## src/tls_pkg.sv

```systemverilog
// package of constants and types for the torque limit selector
package tls_pkg;
	localparam int LIMIT_W = 12;
	localparam int TORQUE_W = 16;
	localparam logic [11:0] LIMIT_MAX = 12'hBB8;
	localparam logic [11:0] LIMIT_RESET = 12'hBB8;
	localparam logic [3:0] METHOD_RESET = 4'h1;
	localparam logic [3:0] METHOD_REG = 4'h0;
	localparam logic [3:0] METHOD_FIRST = 4'h1;
	localparam logic [3:0] METHOD_SPLIT = 4'h2;
	localparam logic [3:0] METHOD_INPUT_SAME = 4'h3;
	localparam logic [3:0] METHOD_INPUT_SPLIT = 4'h5;
	localparam logic [7:0] OUT_CODE_CLOSE = 8'h0F;
	localparam logic [7:0] OUT_CODE_OPEN = 8'h10;
	localparam logic [7:0] OUT_CODE_RESET = 8'h0F;
	localparam logic [3:0] ADR_METHOD = 4'h0;
	localparam logic [3:0] ADR_LIMIT1 = 4'h1;
	localparam logic [3:0] ADR_LIMIT2 = 4'h2;
	localparam logic [3:0] ADR_LIMIT3 = 4'h3;
	localparam logic [3:0] ADR_LIMIT4 = 4'h4;
	localparam logic [3:0] ADR_CONFIG = 4'h5;
	localparam logic [3:0] ADR_STATUS = 4'h6;
	localparam logic [3:0] ADR_IRQSTAT = 4'h7;
	localparam logic [3:0] ADR_IRQMASK = 4'h8;
	localparam logic [3:0] ADR_REGFWD = 4'h9;
	localparam logic [3:0] ADR_REGREV = 4'hA;
	localparam int CFG_NC_BIT = 0;
	localparam int CFG_CODE_LSB = 8;
	localparam int IRQ_W = 3;
	localparam int IRQ_REACH = 0;
	localparam int IRQ_RELEASE = 1;
	localparam int IRQ_SELCHG = 2;
	typedef struct packed {
		logic [11:0] fwd;
		logic [11:0] rev;
	} tls_limits_s;
endpackage : tls_pkg

```

## src/torque_limit_selector.sv

```systemverilog
// torque limit selector top with wishbone registers
//
// Added by the designer: the address map and the Wishbone slave port.
`timescale 1ns/1ns
`default_nettype none
module torque_limit_selector (
	input  wire logic               clk,
	input  wire logic               resetn,
	input  wire logic               wb_cyc_i,
	input  wire logic               wb_stb_i,
	input  wire logic               wb_we_i,
	input  wire logic [7:0]         wb_adr_i,
	input  wire logic [3:0]         wb_sel_i,
	input  wire logic [31:0]        wb_dat_i,
	output logic [31:0]             wb_dat_o,
	output logic                    wb_ack_o,
	input  wire logic               limitSelectInput,
	input  wire logic signed [15:0] torqueDemand,
	output logic signed [15:0]      torqueCommand,
	output logic                    limitReachedOutput,
	output logic                    irq
);
	logic [3:0]            limitMethodSelect;
	logic [11:0]           firstLimitValue;
	logic [11:0]           secondLimitValue;
	logic [11:0]           thirdLimitValue;
	logic [11:0]           fourthLimitValue;
	logic [11:0]           regFwdLimit;
	logic [11:0]           regRevLimit;
	logic                  inputNormClosed;
	logic [7:0]            outCode;
	logic [2:0]            irqStatus;
	logic [2:0]            irqMask;
	logic                  selValid;
	logic                  selValidQ;
	logic                  clamped;
	logic                  clampedQ;
	logic                  wrEn;
	logic [3:0]            regIdx;
	logic [11:0]           wrLimit;
	tls_pkg::tls_limits_s  next_limits;
	logic [2:0]            events;

	assign wrEn = wb_cyc_i && wb_stb_i && wb_we_i && !wb_ack_o;
	assign regIdx = wb_adr_i[5:2];
	// out of range writes saturate so a limit never exceeds full scale
	assign wrLimit = (wb_dat_i[11:0] > tls_pkg::LIMIT_MAX) ?
		tls_pkg::LIMIT_MAX : wb_dat_i[11:0];
	// normally closed wiring reads valid when the pin is low
	assign selValid = limitSelectInput ^ inputNormClosed;

	always_comb
	begin
		next_limits.fwd = firstLimitValue;
		next_limits.rev = firstLimitValue;
		case (limitMethodSelect)
			tls_pkg::METHOD_REG:
			begin
				next_limits.fwd = regFwdLimit;
				next_limits.rev = regRevLimit;
			end
			tls_pkg::METHOD_FIRST:
			begin
				next_limits.fwd = firstLimitValue;
				next_limits.rev = firstLimitValue;
			end
			tls_pkg::METHOD_SPLIT:
			begin
				next_limits.fwd = firstLimitValue;
				next_limits.rev = secondLimitValue;
			end
			tls_pkg::METHOD_INPUT_SAME:
			begin
				next_limits.fwd = selValid ?
					firstLimitValue : secondLimitValue;
				next_limits.rev = selValid ?
					firstLimitValue : secondLimitValue;
			end
			tls_pkg::METHOD_INPUT_SPLIT:
			begin
				next_limits.fwd = selValid ?
					firstLimitValue : thirdLimitValue;
				next_limits.rev = selValid ?
					secondLimitValue : fourthLimitValue;
			end
			default:
			begin
				next_limits.fwd = firstLimitValue;
				next_limits.rev = firstLimitValue;
			end
		endcase
	end

	// one clamp regardless of control mode; torque path always passes it
	tls_clamp u_clamp (
		.clk       (clk),
		.resetn    (resetn),
		.demand    (torqueDemand),
		.limits    (next_limits),
		.torqueOut (torqueCommand),
		.clamped   (clamped)
	);

	always_ff @(posedge clk)
	begin
		if (!resetn)
		begin
			limitMethodSelect <= tls_pkg::METHOD_RESET;
			firstLimitValue <= tls_pkg::LIMIT_RESET;
			secondLimitValue <= tls_pkg::LIMIT_RESET;
			thirdLimitValue <= tls_pkg::LIMIT_RESET;
			fourthLimitValue <= tls_pkg::LIMIT_RESET;
			regFwdLimit <= 12'h000;
			regRevLimit <= 12'h000;
			inputNormClosed <= 1'b0;
			outCode <= tls_pkg::OUT_CODE_RESET;
			irqMask <= 3'h0;
		end
		else if (wrEn && wb_sel_i[0])
		begin
			case (regIdx)
				tls_pkg::ADR_METHOD:
					limitMethodSelect <= wb_dat_i[3:0];
				tls_pkg::ADR_LIMIT1:
					firstLimitValue <= wrLimit;
				tls_pkg::ADR_LIMIT2:
					secondLimitValue <= wrLimit;
				tls_pkg::ADR_LIMIT3:
					thirdLimitValue <= wrLimit;
				tls_pkg::ADR_LIMIT4:
					fourthLimitValue <= wrLimit;
				tls_pkg::ADR_CONFIG:
					inputNormClosed <= wb_dat_i[tls_pkg::CFG_NC_BIT];
				tls_pkg::ADR_IRQMASK:
					irqMask <= wb_dat_i[2:0];
				tls_pkg::ADR_REGFWD:
					regFwdLimit <= wrLimit;
				tls_pkg::ADR_REGREV:
					regRevLimit <= wrLimit;
				default:
					limitMethodSelect <= limitMethodSelect;
			endcase
		end
		if (resetn && wrEn && wb_sel_i[1] && regIdx == tls_pkg::ADR_CONFIG)
			outCode <= wb_dat_i[15:8];
	end

	always_ff @(posedge clk)
	begin
		if (!resetn)
		begin
			clampedQ <= 1'b0;
			selValidQ <= 1'b0;
			limitReachedOutput <= 1'b0;
		end
		else
		begin
			clampedQ <= clamped;
			selValidQ <= selValid;
			// high means the output contact is closed
			if (outCode == tls_pkg::OUT_CODE_OPEN)
				limitReachedOutput <= !clamped;
			else if (outCode == tls_pkg::OUT_CODE_CLOSE)
				limitReachedOutput <= clamped;
			else
				limitReachedOutput <= 1'b0;
		end
	end

	assign events = {selValid != selValidQ, clampedQ && !clamped,
		clamped && !clampedQ};

	// set wins over a write-one clear in the same cycle
	always_ff @(posedge clk)
	begin
		if (!resetn)
			irqStatus <= 3'h0;
		else if (wrEn && wb_sel_i[0] && regIdx == tls_pkg::ADR_IRQSTAT)
			irqStatus <= (irqStatus & ~wb_dat_i[2:0]) | events;
		else
			irqStatus <= irqStatus | events;
	end

	always_ff @(posedge clk)
	begin
		if (!resetn)
			irq <= 1'b0;
		else
			irq <= |(irqStatus & irqMask);
	end

	always_ff @(posedge clk)
	begin
		if (!resetn)
		begin
			wb_ack_o <= 1'b0;
			wb_dat_o <= 32'h0000_0000;
		end
		else
		begin
			wb_ack_o <= wb_cyc_i && wb_stb_i && !wb_ack_o;
			wb_dat_o <= 32'h0000_0000;
			if (wb_cyc_i && wb_stb_i && !wb_we_i && !wb_ack_o)
			begin
				case (regIdx)
					tls_pkg::ADR_METHOD:
						wb_dat_o <= {28'h0, limitMethodSelect};
					tls_pkg::ADR_LIMIT1:
						wb_dat_o <= {20'h0, firstLimitValue};
					tls_pkg::ADR_LIMIT2:
						wb_dat_o <= {20'h0, secondLimitValue};
					tls_pkg::ADR_LIMIT3:
						wb_dat_o <= {20'h0, thirdLimitValue};
					tls_pkg::ADR_LIMIT4:
						wb_dat_o <= {20'h0, fourthLimitValue};
					tls_pkg::ADR_CONFIG:
						wb_dat_o <= {16'h0, outCode, 7'h0, inputNormClosed};
					tls_pkg::ADR_STATUS:
						wb_dat_o <= {29'h0, selValid, limitReachedOutput,
							clamped};
					tls_pkg::ADR_IRQSTAT:
						wb_dat_o <= {29'h0, irqStatus};
					tls_pkg::ADR_IRQMASK:
						wb_dat_o <= {29'h0, irqMask};
					tls_pkg::ADR_REGFWD:
						wb_dat_o <= {20'h0, regFwdLimit};
					tls_pkg::ADR_REGREV:
						wb_dat_o <= {20'h0, regRevLimit};
					default:
						wb_dat_o <= 32'h0000_0000;
				endcase
			end
		end
	end

	sel_same_a: assert property (
		@(posedge clk) disable iff (!resetn)
		limitMethodSelect == tls_pkg::METHOD_INPUT_SAME && selValid
		|-> next_limits.fwd == firstLimitValue
		&& next_limits.rev == firstLimitValue)
		else $error("method 3 valid wrong");
	sel_same_inv_a: assert property (
		@(posedge clk) disable iff (!resetn)
		limitMethodSelect == tls_pkg::METHOD_INPUT_SAME && !selValid
		|-> next_limits.fwd == secondLimitValue
		&& next_limits.rev == secondLimitValue)
		else $error("method 3 invalid wrong");
	sel_polarity_a: assert property (
		@(posedge clk) disable iff (!resetn)
		inputNormClosed |-> selValid == !limitSelectInput)
		else $error("polarity wrong");
	split_valid_a: assert property (
		@(posedge clk) disable iff (!resetn)
		limitMethodSelect == tls_pkg::METHOD_INPUT_SPLIT && selValid
		|-> next_limits.fwd == firstLimitValue
		&& next_limits.rev == secondLimitValue)
		else $error("method 5 valid wrong");
	split_invalid_a: assert property (
		@(posedge clk) disable iff (!resetn)
		limitMethodSelect == tls_pkg::METHOD_INPUT_SPLIT && !selValid
		|-> next_limits.fwd == thirdLimitValue
		&& next_limits.rev == fourthLimitValue)
		else $error("method 5 invalid wrong");
	limit_range_a: assert property (
		@(posedge clk) disable iff (!resetn)
		firstLimitValue <= tls_pkg::LIMIT_MAX
		&& secondLimitValue <= tls_pkg::LIMIT_MAX
		&& thirdLimitValue <= tls_pkg::LIMIT_MAX
		&& fourthLimitValue <= tls_pkg::LIMIT_MAX)
		else $error("limit out of range");
	limit_store_a: assert property (
		@(posedge clk) disable iff (!resetn)
		wrEn && wb_sel_i[0] && regIdx == tls_pkg::ADR_LIMIT1
		|=> firstLimitValue == $past(wrLimit))
		else $error("limit write lost");
	out_close_a: assert property (
		@(posedge clk) disable iff (!resetn)
		outCode == tls_pkg::OUT_CODE_CLOSE && $stable(outCode)
		|=> limitReachedOutput == $past(clamped))
		else $error("code 15 output wrong");
	out_open_a: assert property (
		@(posedge clk) disable iff (!resetn)
		outCode == tls_pkg::OUT_CODE_OPEN && $stable(outCode)
		|=> limitReachedOutput == !$past(clamped))
		else $error("code 16 output wrong");
	out_other_a: assert property (
		@(posedge clk) disable iff (!resetn)
		outCode != tls_pkg::OUT_CODE_CLOSE
		&& outCode != tls_pkg::OUT_CODE_OPEN |=> !limitReachedOutput)
		else $error("unassigned output driven");
	method_first_a: assert property (
		@(posedge clk) disable iff (!resetn)
		limitMethodSelect == tls_pkg::METHOD_FIRST
		|-> next_limits.fwd == firstLimitValue
		&& next_limits.rev == firstLimitValue)
		else $error("method 1 wrong");
	reach_set_a: assert property (
		@(posedge clk) disable iff (!resetn)
		clamped && !clampedQ |=> irqStatus[tls_pkg::IRQ_REACH])
		else $error("reach event lost");
	release_set_a: assert property (
		@(posedge clk) disable iff (!resetn)
		clampedQ && !clamped |=> irqStatus[tls_pkg::IRQ_RELEASE])
		else $error("release event lost");
	selchg_set_a: assert property (
		@(posedge clk) disable iff (!resetn)
		selValid != selValidQ |=> irqStatus[tls_pkg::IRQ_SELCHG])
		else $error("select change event lost");
	status_sticky_a: assert property (
		@(posedge clk) disable iff (!resetn)
		irqStatus[tls_pkg::IRQ_REACH] && !(wrEn && wb_sel_i[0]
		&& regIdx == tls_pkg::ADR_IRQSTAT && wb_dat_i[tls_pkg::IRQ_REACH])
		|=> irqStatus[tls_pkg::IRQ_REACH])
		else $error("status bit lost");
	irq_level_a: assert property (
		@(posedge clk) disable iff (!resetn)
		|(irqStatus & irqMask) |=> irq)
		else $error("irq missing");
	irq_quiet_a: assert property (
		@(posedge clk) disable iff (!resetn)
		!(|(irqStatus & irqMask)) |=> !irq)
		else $error("irq without cause");
	ack_once_a: assert property (
		@(posedge clk) disable iff (!resetn)
		wb_ack_o |=> !wb_ack_o)
		else $error("ack held");
	ack_answer_a: assert property (
		@(posedge clk) disable iff (!resetn)
		wb_cyc_i && wb_stb_i && !wb_ack_o |=> wb_ack_o)
		else $error("ack missing");
	read_unmapped_a: assert property (
		@(posedge clk) disable iff (!resetn)
		wb_cyc_i && wb_stb_i && !wb_we_i && !wb_ack_o
		&& regIdx > tls_pkg::ADR_REGREV |=> wb_dat_o == 32'h0000_0000)
		else $error("unmapped read not zero");
	same_cov: cover property (@(posedge clk)
		limitMethodSelect == tls_pkg::METHOD_INPUT_SAME && clamped);
	split_cov: cover property (@(posedge clk)
		limitMethodSelect == tls_pkg::METHOD_INPUT_SPLIT && !selValid);
	irq_cov: cover property (@(posedge clk) irq);
	open_cov: cover property (@(posedge clk)
		outCode == tls_pkg::OUT_CODE_OPEN && clamped);
	clear_cov: cover property (@(posedge clk)
		wrEn && regIdx == tls_pkg::ADR_IRQSTAT);
endmodule : torque_limit_selector
`default_nettype wire

```

## src/tls_clamp.sv

```systemverilog
// clamp of a signed torque demand to a forward/reverse limit pair
`timescale 1ns/1ns
`default_nettype none
module tls_clamp (
	input  wire logic                 clk,
	input  wire logic                 resetn,
	input  wire logic signed [15:0]   demand,
	input  wire tls_pkg::tls_limits_s limits,
	output logic signed [15:0]        torqueOut,
	output logic                      clamped
);
	logic signed [15:0] fwdS;
	logic signed [15:0] revS;
	assign fwdS = $signed({4'h0, limits.fwd});
	assign revS = -$signed({4'h0, limits.rev});

	always_ff @(posedge clk)
	begin
		if (!resetn)
		begin
			torqueOut <= 16'sh0000;
			clamped <= 1'b0;
		end
		else if (demand > fwdS)
		begin
			torqueOut <= fwdS;
			clamped <= 1'b1;
		end
		else if (demand < revS)
		begin
			torqueOut <= revS;
			clamped <= 1'b1;
		end
		else
		begin
			torqueOut <= demand;
			clamped <= 1'b0;
		end
	end

	clamp_bound_a: assert property (
		@(posedge clk) disable iff (!resetn)
		torqueOut <= fwdS || $changed(limits))
		else $error("over fwd");
endmodule : tls_clamp
`default_nettype wire

```

## config.mk

```make
export PLATFORM = sky130hd
export DESIGN_NAME = torque_limit_selector
export DESIGN_NICKNAME = d
export VERILOG_FILES = /design/src/tls_pkg.sv /design/src/torque_limit_selector.sv /design/src/tls_clamp.sv
export SDC_FILE = /design/constraint.sdc
export NUM_CORES = 1
export LEC_CHECK = 0
export ABC_CLOCK_PERIOD_IN_PS = 13300
export BUFFER_PORTS_ARGS = -buffer_cell sky130_fd_sc_hd__buf_2
export CAP_MARGIN = 20
export CORE_MARGIN = 3
export CORE_UTILIZATION = 60
export CTS_BUF_LIST = sky130_fd_sc_hd__clkbuf_4
export CTS_CLUSTER_DIAMETER = 150
export DETAILED_ROUTE_END_ITERATION = 10
export PLACE_DENSITY = 0.93
export SLEW_MARGIN = 0
export SYNTH_ARGS = -nofsm -noshare
export SYNTH_HDL_FRONTEND = slang
export SYNTH_SLANG_ARGS = --single-unit
```

## constraint.sdc

```tcl
create_clock -name clk -period 13.3 [get_ports clk]
set_clock_uncertainty 0.1 [all_clocks]
set_input_delay 1.995 -clock clk [delete_from_list [all_inputs] [get_ports clk]]
set_output_delay 1.995 -clock clk [all_outputs]
set_load 0.1 [all_outputs]
```

==> flow_summary.json <==
{
  "startpoint_type": "primary input",
  "p_per_area_nw_per_um2": 103,
  "drive_gt1_share_pct": 15.8,
  "finalPower_uw": 820,
  "wl_um": 20300,
  "root_buffer": "clkbuf_4",
  "crit_type": "primary input to flip-flop",
  "final_cell_area_um2": 7930,
  "grt_pass1_wl_um": 32500,
  "synth_edf_count": 8,
  "grt_pass1_vias": 6461,
  "crit_fanout": 29,
  "fillers": 853,
  "synthesis.area_um2": 7210,
  "die_x_um": 116,
  "place_area_um2": 7600,
  "yosysTopAreaCell": "dfxtp_1",
  "antenna_found_initial": 0,
  "setup_viol": 0,
  "hold_path_class": "flip-flop to flip-flop",
  "htreeDepth": 4,
  "min_period_ns": 6.99,
  "rows": 39,
  "hold_viol": 0,
  "drtIter0Drc": 945,
  "drc": 0,
  "p_sw_share_pct": 30.1,
  "dr.pass1.iters": 8,
  "initial_core_util_pct": 62.4,
  "post_cts_resized": 0,
  "fmax_mhz": 143,
  "slew_headroom_pct": 22.0,
  "syn_avg_cell_area_um2": 8.83,
  "portBuffers": 78,
  "num_vias": 6803,
  "setup-tns-final_ns": 0,
  "num-nets-final": 958,
  "track_usage_pct": 31.1,
  "status": "finished clean",
  "clockPowerShare_pct": 37.0,
  "p_int_uw": 573,
  "holdBufCountCts": 0,
  "finalMaxSlewViolations": 0,
  "synth_cells": 817,
  "synthFlopType": "dfxtp_1",
  "wl_per_cell_um": 19.9,
  "pin_count": 117,
  "seqPwrFrac_pct": 48.7,
  "via_per_inst": 6.66,
  "grt_max_degree": 57,
  "ant_nets": 0,
  "ys_ff_latch": 129,
  "rsz0062_at_grt": "no",
  "dp_hpwl_um": 13900,
  "cp.arrival_ns": 7.37,
  "p_comb_share_pct": 14.3,
  "die_area_um2": 13400,
  "synthArstFlopShare_pct": 0,
  "timing.final.ws_setup_ns": 6.31,
  "yosys_warnings": 0,
  "postCtsSetupRepairBufs": 0,
  "ys_top_cells_by_area": "dfxtp_1 (34%), mux2i_1 (11%), nor2_1 (4.9%)",
  "numClockSinks": 129,
  "fin_crit_sh_pct": 52.6,
  "clkLatencyLatePin_ns": 0.57,
  "seq_area_frac_synth_pct": 36.9,
  "grt_overflow_total": 0,
  "cts_buffers": 17,
  "clockBufferDepth": 2,
  "dpl_worst_slack_ns": 5.83,
  "r2r_cells": 16,
  "core_area_um2": 11600,
  "cts_tree": "built",
  "num_antenna_cells": 0,
  "cp.required_ns": 13.68,
  "holdWs_ns": 0.356,
  "maxCapViolCount": 0,
  "netlist-cell-type-count": 69,
  "endpoint_kind": "flip-flop",
  "die_y_um": 116,
  "clkTransAtPathRegs_ns": 0.11,
  "holdPathStages": 1,
  "leakagePower_uw": 0.00326,
  "yosysTopAreaCellShare_pct": 33.6,
  "worst_pin_slew_ns": 1.17,
  "p_sw_uw": 247,
  "gp_congestion": 0.919,
  "vdd_drop_max_mv": 0.0820,
  "syn_to_final_growth_pct": 9.97
}
==> Yosys cell counts (3+ instances only) <==
master,instances
a222oi_1,7
xnor2_1,8
or3_1,11
nand4b_1,3
and2_1,11
a21o_1,3
a211oi_1,14
buf_2,7
o311ai_1,8
ha_1,27
clkbuf_1,38
mux2i_1,81
xor2_1,5
o211ai_1,27
a32oi_1,3
o22ai_1,26
nand3b_1,3
edfxtp_1,8
nand3_1,11
a22o_1,11
and3_1,9
a221oi_1,5
buf_1,12
o21a_1,8
nor2b_1,7
inv_1,10
nand2b_1,5
nor2_1,94
dfxtp_1,121
nand4_1,13
buf_4,16
a31oi_1,10
nand2_1,82
o21ai_0,10
a22oi_1,24
a21oi_1,26
nor3_1,14
==> cells in the final DEF, fill, tap and decap left out, types with 13 or more instances in the layout <==
cell type / Yosys / routed
conb_1: 1 / 16
ha_1: 27 / 27
buf_2: 7 / 78
nand4_1: 13 / 13
a21oi_1: 26 / 26
dfxtp_1: 121 / 121
o211ai_1: 27 / 27
nor2_1: 94 / 94
a211oi_1: 14 / 14
nand2_1: 82 / 82
clkbuf_4: 0 / 18
o22ai_1: 26 / 26
mux2i_1: 81 / 81
a22oi_1: 24 / 24
==> per-stage QoR <==
stage	utilization (%)	instances
after floorplan	-	832
after global placement	65.6	987
after detailed placement	65.7	988
after CTS	68.5	1020
after global routing	68.6	1021
final	68.6	1021
==> routing by layer <==
layer  vias to the layer above  global-route usage [%]  wire length, µm
met1                      3154                    38.9             7790
li1                       3106                       -                -
met3                        81                    9.56             2400
met2                       462                    49.3             9390
met5                         -                       0                0
met4                         0                    14.8              760
==> worst paths after layout <==
| check | start | endpoint | slack (ns) |
|---|---|---|---|
| worst min-delay path | outCode[6]$_SDFFCE_PN0P_ | limitReachedOutput$_SDFF_PN0_ | 0.36 |
| worst max-delay path | limitSelectInput | u_clamp.torqueOut[1]$_SDFF_PN0_ | 6.31 |
| worst max register to register | limitMethodSelect[2]$_SDFFE_PN0P_ | u_clamp.torqueOut[1]$_SDFF_PN0_ | 7.30 |
| worst min register to register | outCode[6]$_SDFFCE_PN0P_ | limitReachedOutput$_SDFF_PN0_ | 0.36 |
==> worst max-delay path, stage by stage <==
cell,delay [ns]
buf_2,0.13
xor2_4,0.15
buf_4,0.30
o311a_2,0.61
a22o_1,0.30
nor2_1,0.43
nand3b_1,0.35
nor4_2,0.38
xnor2_1,0.23
ha_1,0.31
a211oi_1,0.27
o21ai_0,0.17
o22ai_1,0.29
o211ai_1,0.15
a2bb2oi_1,0.38
o31a_1,0.52
nand2_1,0.11
a311oi_1,0.28
==> power by group through the flow <==
| stage | clock [µW] | combinational [µW] | sequential [µW] |
|---|---|---|---|
| finish | 303 | 118 | 399 |
| global route | 325 | 125 | 400 |
| CTS | 303 | 115 | 399 |
| detailed placement | 0 | 114 | 408 |
| global placement | 0 | 112 | 408 |
| floorplan | 0 | 67.3 | 434 |
==> state kept, by name, indices dropped and copies added (netlist names), 4 cells and up <==
register	cells
u_clamp.torqueOut	16
wb_dat_o	16
firstLimitValue	12
fourthLimitValue	12
regFwdLimit	12
regRevLimit	12
secondLimitValue	12
thirdLimitValue	12
outCode	8
limitMethodSelect	4
==> logic make-up after synthesis <==
| logic type | count (synthesis) | share of synthesized area (%) |
|---|---|---|
| muxes | 85 | 12.2 |
| adders and majority gates | 27 | 4.68 |
| xor gates and xnor gates | 13 | 1.58 |
| buffers and inverters | 85 | 5.58 |
| and+or+nand+nor | 276 | 18.4 |
| DFF | 129 | 36.9 |
| AOI/OAI and AO/OA | 201 | 20.6 |
| other | 1 | 0.0520 |
==> area by class of cell <==
class                           instances  area [µm²]  area share, %
Multi-Input combinational cell        618        4250           53.5
Tap cell                              143         179           2.26
Clock buffer                           18         135           1.70
Inverter                               10        37.5          0.473
Sequential cell                       129        2660           33.6
Clock inverter                         14         188           2.37
Timing Repair Buffer                   89         484           6.10
No activity file was read; power rests on OpenSTA's default activity.
